--- src/rtl/lfm_pkg.sv ---
// Shared constants and types of the LED fault monitor
package lfm_pkg;

  // Clock period of clk_sys in picoseconds (40 MHz)
  localparam int unsigned LFM_CLK_PERIOD_PS = 25000;

  // Qualification times as specified
  localparam int unsigned LFM_OPEN_TIME_US = 416;
  localparam int unsigned LFM_SHORT_TIME_MS = 23;

  // Least times round up to whole clock cycles
  localparam int unsigned LFM_OPEN_CYCLES =
    (LFM_OPEN_TIME_US * 1000000 + LFM_CLK_PERIOD_PS - 1) / LFM_CLK_PERIOD_PS;
  localparam longint unsigned LFM_SHORT_PS =
    64'(LFM_SHORT_TIME_MS) * 64'd1000000000;
  localparam int unsigned LFM_SHORT_CYCLES =
    32'((LFM_SHORT_PS + LFM_CLK_PERIOD_PS - 1) / LFM_CLK_PERIOD_PS);

  // Values after reset
  localparam logic LFM_DRIVE_RST = 1'b0;
  localparam logic LFM_FAULT_OE_RST = 1'b0;
  localparam logic LFM_SHUTDOWN_RST = 1'b0;
  localparam logic LFM_FLAG_RST = 1'b0;
  localparam logic LFM_RUN_RST = 1'b0;
  localparam logic LFM_RESTART_RST = 1'b0;

  // Level shown on the open-drain fault pin while it is enabled
  localparam logic LFM_FAULT_LEVEL = 1'b0;

  // Converter state, one-hot
  typedef enum logic [2:0] {
    LFM_ST_RUN   = 3'h1,
    LFM_ST_SHUT  = 3'h2,
    LFM_ST_START = 3'h4
  } lfm_state_t;

  // Comparator results from the analog front end
  typedef struct packed {
    logic sense_above_upper; // Sense ramp reached upper threshold
    logic sense_below_lower; // Sense ramp fell to lower threshold
    logic short_diff_low;    // current_sense_node - short_sense_input < 1V
    logic overtemp_hot;      // Junction above the shutdown point
    logic overtemp_cool;     // Junction cooled by the hysteresis step
  } lfm_sense_t;

endpackage : lfm_pkg

--- src/rtl/lfm_fault_monitor.sv ---
// Fault qualification and gate drive control of the LED driver
`timescale 1ns/1ps
module lfm_fault_monitor
  import lfm_pkg::*;
#(
  parameter int unsigned OPEN_CYC = LFM_OPEN_CYCLES,
  parameter int unsigned SHORT_CYC = LFM_SHORT_CYCLES
) (
  // Clock and reset
  input wire logic clk_sys,
  input wire logic reset_n,
  // Dimming and comparator inputs
  input wire logic dimming_input,
  input wire lfm_sense_t sense,
  // Gate drive
  output logic gate_drive_out,
  // Open-drain fault pin, low while enabled
  output logic fault_n_out,
  output logic fault_n_oe,
  // Converter shutdown and restart request
  output logic shutdown_q,
  output logic restart_q
);

  localparam int OW = $clog2(OPEN_CYC + 1);
  localparam int SW = $clog2(SHORT_CYC + 1);
  localparam logic [OW-1:0] OPEN_LAST = OW'(OPEN_CYC - 1);
  localparam logic [SW-1:0] SHORT_LAST = SW'(SHORT_CYC - 1);

  lfm_state_t state_q;
  logic [OW-1:0] open_cnt_q;
  logic [SW-1:0] short_cnt_q;
  logic open_flt_q;
  logic short_flt_q;
  logic run_on;
  logic run_q;

  // Converter is enabled for this cycle
  assign run_on = (state_q == LFM_ST_RUN) && dimming_input;

  // Converter was enabled in the previous cycle as well
  always_ff @(posedge clk_sys or negedge reset_n) begin
    if (!reset_n) begin
      run_q <= LFM_RUN_RST;
    end else begin
      run_q <= run_on;
    end
  end

  // Over-temperature shutdown and automatic restart
  always_ff @(posedge clk_sys or negedge reset_n) begin
    if (!reset_n) begin
      state_q <= LFM_ST_RUN;
    end else begin
      unique case (state_q)
        LFM_ST_RUN: begin
          if (sense.overtemp_hot) begin
            state_q <= LFM_ST_SHUT;
          end
        end
        LFM_ST_SHUT: begin
          if (sense.overtemp_cool && !sense.overtemp_hot) begin
            state_q <= LFM_ST_START;
          end
        end
        LFM_ST_START: begin
          state_q <= LFM_ST_RUN;
        end
        default: begin
          state_q <= LFM_ST_SHUT;
        end
      endcase
    end
  end

  // Hysteretic gate drive; it keeps switching under a shorted string
  always_ff @(posedge clk_sys or negedge reset_n) begin
    if (!reset_n) begin
      gate_drive_out <= LFM_DRIVE_RST;
    end else if (!run_on) begin
      gate_drive_out <= 1'b0;
    end else if (sense.sense_above_upper) begin
      gate_drive_out <= 1'b0;
    end else if (sense.sense_below_lower) begin
      gate_drive_out <= 1'b1;
    end
    // An open string never reaches the upper threshold, so drive holds high
  end

  // Open-string accumulation; a low gate drive after the first cycle of on-time ends it
  always_ff @(posedge clk_sys or negedge reset_n) begin
    if (!reset_n) begin
      open_cnt_q <= '0;
      open_flt_q <= LFM_FLAG_RST;
    end else if (run_on) begin
      if (!gate_drive_out) begin
        // The forced-low drive left by an off-period is no switching cycle
        if (run_q) begin
          open_cnt_q <= '0;
          open_flt_q <= 1'b0;
        end
      end else if (open_cnt_q == OPEN_LAST) begin
        open_flt_q <= 1'b1;
      end else begin
        open_cnt_q <= open_cnt_q + 1'b1;
      end
    end
    // Count held while dimming keeps the converter off
    // Needs a switching cycle in each on-period to clear
  end

  // Continuous short qualification
  always_ff @(posedge clk_sys or negedge reset_n) begin
    if (!reset_n) begin
      short_cnt_q <= '0;
      short_flt_q <= LFM_FLAG_RST;
    end else if (!sense.short_diff_low) begin
      short_cnt_q <= '0;
      short_flt_q <= 1'b0;
    end else if (short_cnt_q == SHORT_LAST) begin
      short_flt_q <= 1'b1;
    end else begin
      short_cnt_q <= short_cnt_q + 1'b1;
    end
  end

  // Fault pin and shutdown outputs
  always_ff @(posedge clk_sys or negedge reset_n) begin
    if (!reset_n) begin
      fault_n_oe <= LFM_FAULT_OE_RST;
      fault_n_out <= LFM_FAULT_LEVEL;
      shutdown_q <= LFM_SHUTDOWN_RST;
      restart_q <= LFM_RESTART_RST;
    end else begin
      fault_n_oe <= open_flt_q || short_flt_q ||
                    (state_q != LFM_ST_RUN);
      fault_n_out <= LFM_FAULT_LEVEL;
      shutdown_q <= (state_q == LFM_ST_SHUT);
      restart_q <= (state_q == LFM_ST_START);
    end
  end
endmodule : lfm_fault_monitor

--- config.mk ---
export PLATFORM = sky130hd
export DESIGN_NAME = lfm_fault_monitor
export DESIGN_NICKNAME = d
export VERILOG_FILES = /design/src/rtl/lfm_pkg.sv /design/src/rtl/lfm_fault_monitor.sv
export SDC_FILE = /design/constraint.sdc
export NUM_CORES = 1
export LEC_CHECK = 0
export ABC_AREA = 1
export BUFFER_PORTS_ARGS = -buffer_cell sky130_fd_sc_hd__buf_2
export CORE_AREA = 2 2 89 91
export CTS_CLUSTER_DIAMETER = 100
export DETAILED_ROUTE_END_ITERATION = 8
export DIE_AREA = 0 0 91 93
export PLACE_DENSITY = 0.5
export SETUP_SLACK_MARGIN = 0.1
export SLEW_MARGIN = 0
export SYNTH_ARGS = -nofsm -noshare
export SYNTH_HDL_FRONTEND = slang
export SYNTH_SLANG_ARGS = --single-unit
--- constraint.sdc ---
create_clock -name clk_sys -period 1.8 [get_ports clk_sys]
set_input_delay 0.18 -clock clk_sys [delete_from_list [all_inputs] [get_ports clk_sys]]
set_output_delay 0.18 -clock clk_sys [all_outputs]
set_load 0.01 [all_outputs]
==> metrics.csv <==
metric,value,unit
initial_utilization,33.8,%
stdcell_count,470,
worst_pin_slew,0.579,ns
yosys_warnings,0,
status,"complete, no violations",
crit_arrival,1.75,ns
grt_pass1_wl,9290,µm
clkPwrFrac,37.9,%
antenna_left,0,
path_cells,ha_2 > inv_1 > nor2_4 > nand2_1 > nor2_4 > nand3_1 > nand2_1 > nand2_1,
critical_path_class,flip-flop to flip-flop,
grt_pass1_vias,2030,
final_util,38.1,%
setup_violations,0,
rows,32,
ys_seq_area_share,44.3,%
antenna_found_initial,0,
post-route-period-util,86.0,%
dp_hpwl,3890,µm
die_w,91,µm
core,0.00753,mm²
required,2.00,ns
drt_first_pass_iters,4,
ios,13,
syn_avg_cell_area,7.27,µm²
wl_per_cell,11.2,µm
drc,0,
synth_cells,350,
first_iter_violations,101,
numPortBuffers,11,
cts_made_buffers,5,
routabilityCongestion,0.800,
cts_tree,yes,
seqPwrFrac,52.3,%
drv_slew,0,
clock.fmax,0.646,GHz
postRouteWirelength,5250,µm
clk_pin_slew,0.09,ns
crit_top_cell,nand2_1,
vias_per_cell,4.62,
htreeDepth,2,
fin_nets,377,
track_usage,13.4,%
area_growth,12.7,%
grt_start_max_net_pins,46,
switching_share,26.0,%
die_area,0.00846,mm²
period_needed,1.55,ns
skew,0.0143,ns
cts_buffer_depth,2,
maxCapViolCount,0,
leakage,1.27,nW
p_sw,0.000549,W
post_dp_cell_area,0.00271,mm²
post_cts_buffers,0,
crit_buf_inv,1,
ys_types,34,
worstPathMaxFanout,5,
cp-end-kind,flip-flop,
vias,2173,
root_buffer,clkbuf_8,
drive_gt1_share,11.4,%
n_antenna_cell,0,
cp_slowest_stage_delay,0.40,ns
ys_ff_latch,45,
power.internal,0.00157,W
cpLargestDelayFamily,simple AND/OR/NAND/NOR gates,
slowest_stage,dfrtp_1,
power-per-cell-area,737,mW/mm²
setup.worst_path.start_class,flip-flop,
comb_power_share,9.8,%
cts_sinks,45,
fin_hold_ws,0.0251,ns
insertion_delay,0.31,ns
final.setup.tns,0,ns
fin_area,0.00287,mm²
dp.cells,461,
syn_area,0.00254,mm²
ir_drop,0.490,mV
grt_overflow,0,
rsz0062_at_grt,no,
synth_nets,360,
max_slew_margin,61.4,%
hp-class,input port to flip-flop,
hold_viol,0,
fp.dieH,93,µm
==> registers in the layout, summed over array words and instances (netlist names) <==
register,cells
state_q,3
open_cnt_q,15
run_q,1
fault_n_oe,1
open_flt_q,1
short_cnt_q,20
gate_drive_out,1
restart_q,1
shutdown_q,1
short_flt_q,1
==> layer usage <==
layer  GRT usage (%)  wire length (µm)  vias up  share of wire (%)
li1                -                 -     1146                  -
met1            18.1              2640      994                 50
met2            22.0              2430       29                 46
met3            2.42               127        4                2.4
met4            4.17                56        0                1.1
met5               0                 0        -                  0
==> cell type report <==
type                            instances  area [µm²]
Multi-Input combinational cell        259        1250
Inverter                               41         154
Timing Repair Buffer                   15        87.6
Tap cell                              102         128
Clock buffer                            5        68.8
Clock inverter                          3        47.5
Fill cell                             845        4660
Sequential cell                        45        1130
==> per-stage QoR <==
stage	setup slack, ns	total power, W
2_1_floorplan	0.370	0.00126
3_3_place_gp	0.244	0.00133
3_5_place_dp	0.185	0.00134
4_1_cts	0.170	0.00215
5_1_grt	0.0895	0.00223
6_report	0.253	0.00211
==> placed cells by master, fill, tap and decap left out, drive strengths merged <==
| cell type | instances |
|---|---|
| nand2 | 108 |
| nor2 | 54 |
| dfrtp | 44 |
| inv | 43 |
| nand3 | 30 |
| o21ai | 17 |
| buf | 14 |
| nor3 | 13 |
| nand4 | 10 |
| a21oi | 8 |
| xor2 | 5 |
| clkbuf | 5 |
| or2 | 3 |
| o21bai | 2 |
| and3 | 2 |
| ha | 2 |
| nand3b | 1 |
| a31oi | 1 |
| o31ai | 1 |
| xnor2 | 1 |
| conb | 1 |
| bufinv | 1 |
| dlygate4sd3 | 1 |
| dfstp | 1 |
==> timing repair <==
item                                    4_1_cts  5_1_grt
endpoints found under the setup margin        0       10
gates resized for setup                       0        6
endpoints found under the hold margin        37        0
hold buffers                                  1        0
==> Yosys cell counts, drive strengths merged <==
cell / instances / area [µm²]
and3: 2 / 12.5
inv: 41 / 154
a21oi: 8 / 40.0
nand3b: 1 / 7.51
nand2: 108 / 415
o31ai: 1 / 7.51
conb: 1 / 3.75
clkbuf: 2 / 7.51
nand3: 30 / 178
dfstp: 1 / 26.3
buf: 3 / 27.5
dfrtp: 44 / 1100
a31oi: 1 / 6.26
ha: 2 / 25.0
o21ai: 17 / 88.8
nand4: 10 / 68.8
or2: 3 / 18.8
o21bai: 2 / 15.0
xnor2: 1 / 8.76
nor2: 54 / 223
nor3: 13 / 65.1
xor2: 5 / 43.8
==> power by group through the flow <==
stage                     Sequential [W]  Combinational [W]  Clock, W
after global routing             0.00111           0.000246  0.000871
after global placement           0.00112           0.000209         0
after floorplan                  0.00113           0.000125         0
after CTS                        0.00111           0.000213  0.000829
final                            0.00110           0.000208  0.000802
after detailed placement         0.00113           0.000211         0
==> worst paths after layout <==
kind                                       startpoint                          to  slack, ns  cells after the start
max                        short_cnt_q[0]$_DFFE_PN0P_  short_cnt_q[0]$_DFFE_PN0P_       0.25                      8
min                                          sense[4]  gate_drive_out$_DFFE_PN0P_       0.03                      2
max reg2reg                short_cnt_q[0]$_DFFE_PN0P_  short_cnt_q[0]$_DFFE_PN0P_       0.25                      8
min reg2reg                    state_q[1]$_DFFE_PN0P_         restart_q$_DFF_PN0_       0.46                      1
max in group asynchronous                     reset_n  open_cnt_q[11]$_DFFE_PN0P_       0.91                      3
min in group asynchronous                     reset_n  short_cnt_q[9]$_DFFE_PN0P_       0.48                      3
==> cell families after synthesis <==
kind of cell,count (synthesis),synth area share (%)
simple gates,221,38.9
buf+inv,46,7.43
flops,45,44.3
compound gates,29,6.20
xor+xnor,6,2.07
fa+ha+maj,2,0.984
other cells,1,0.147
(Power assumes the default switching activity.)
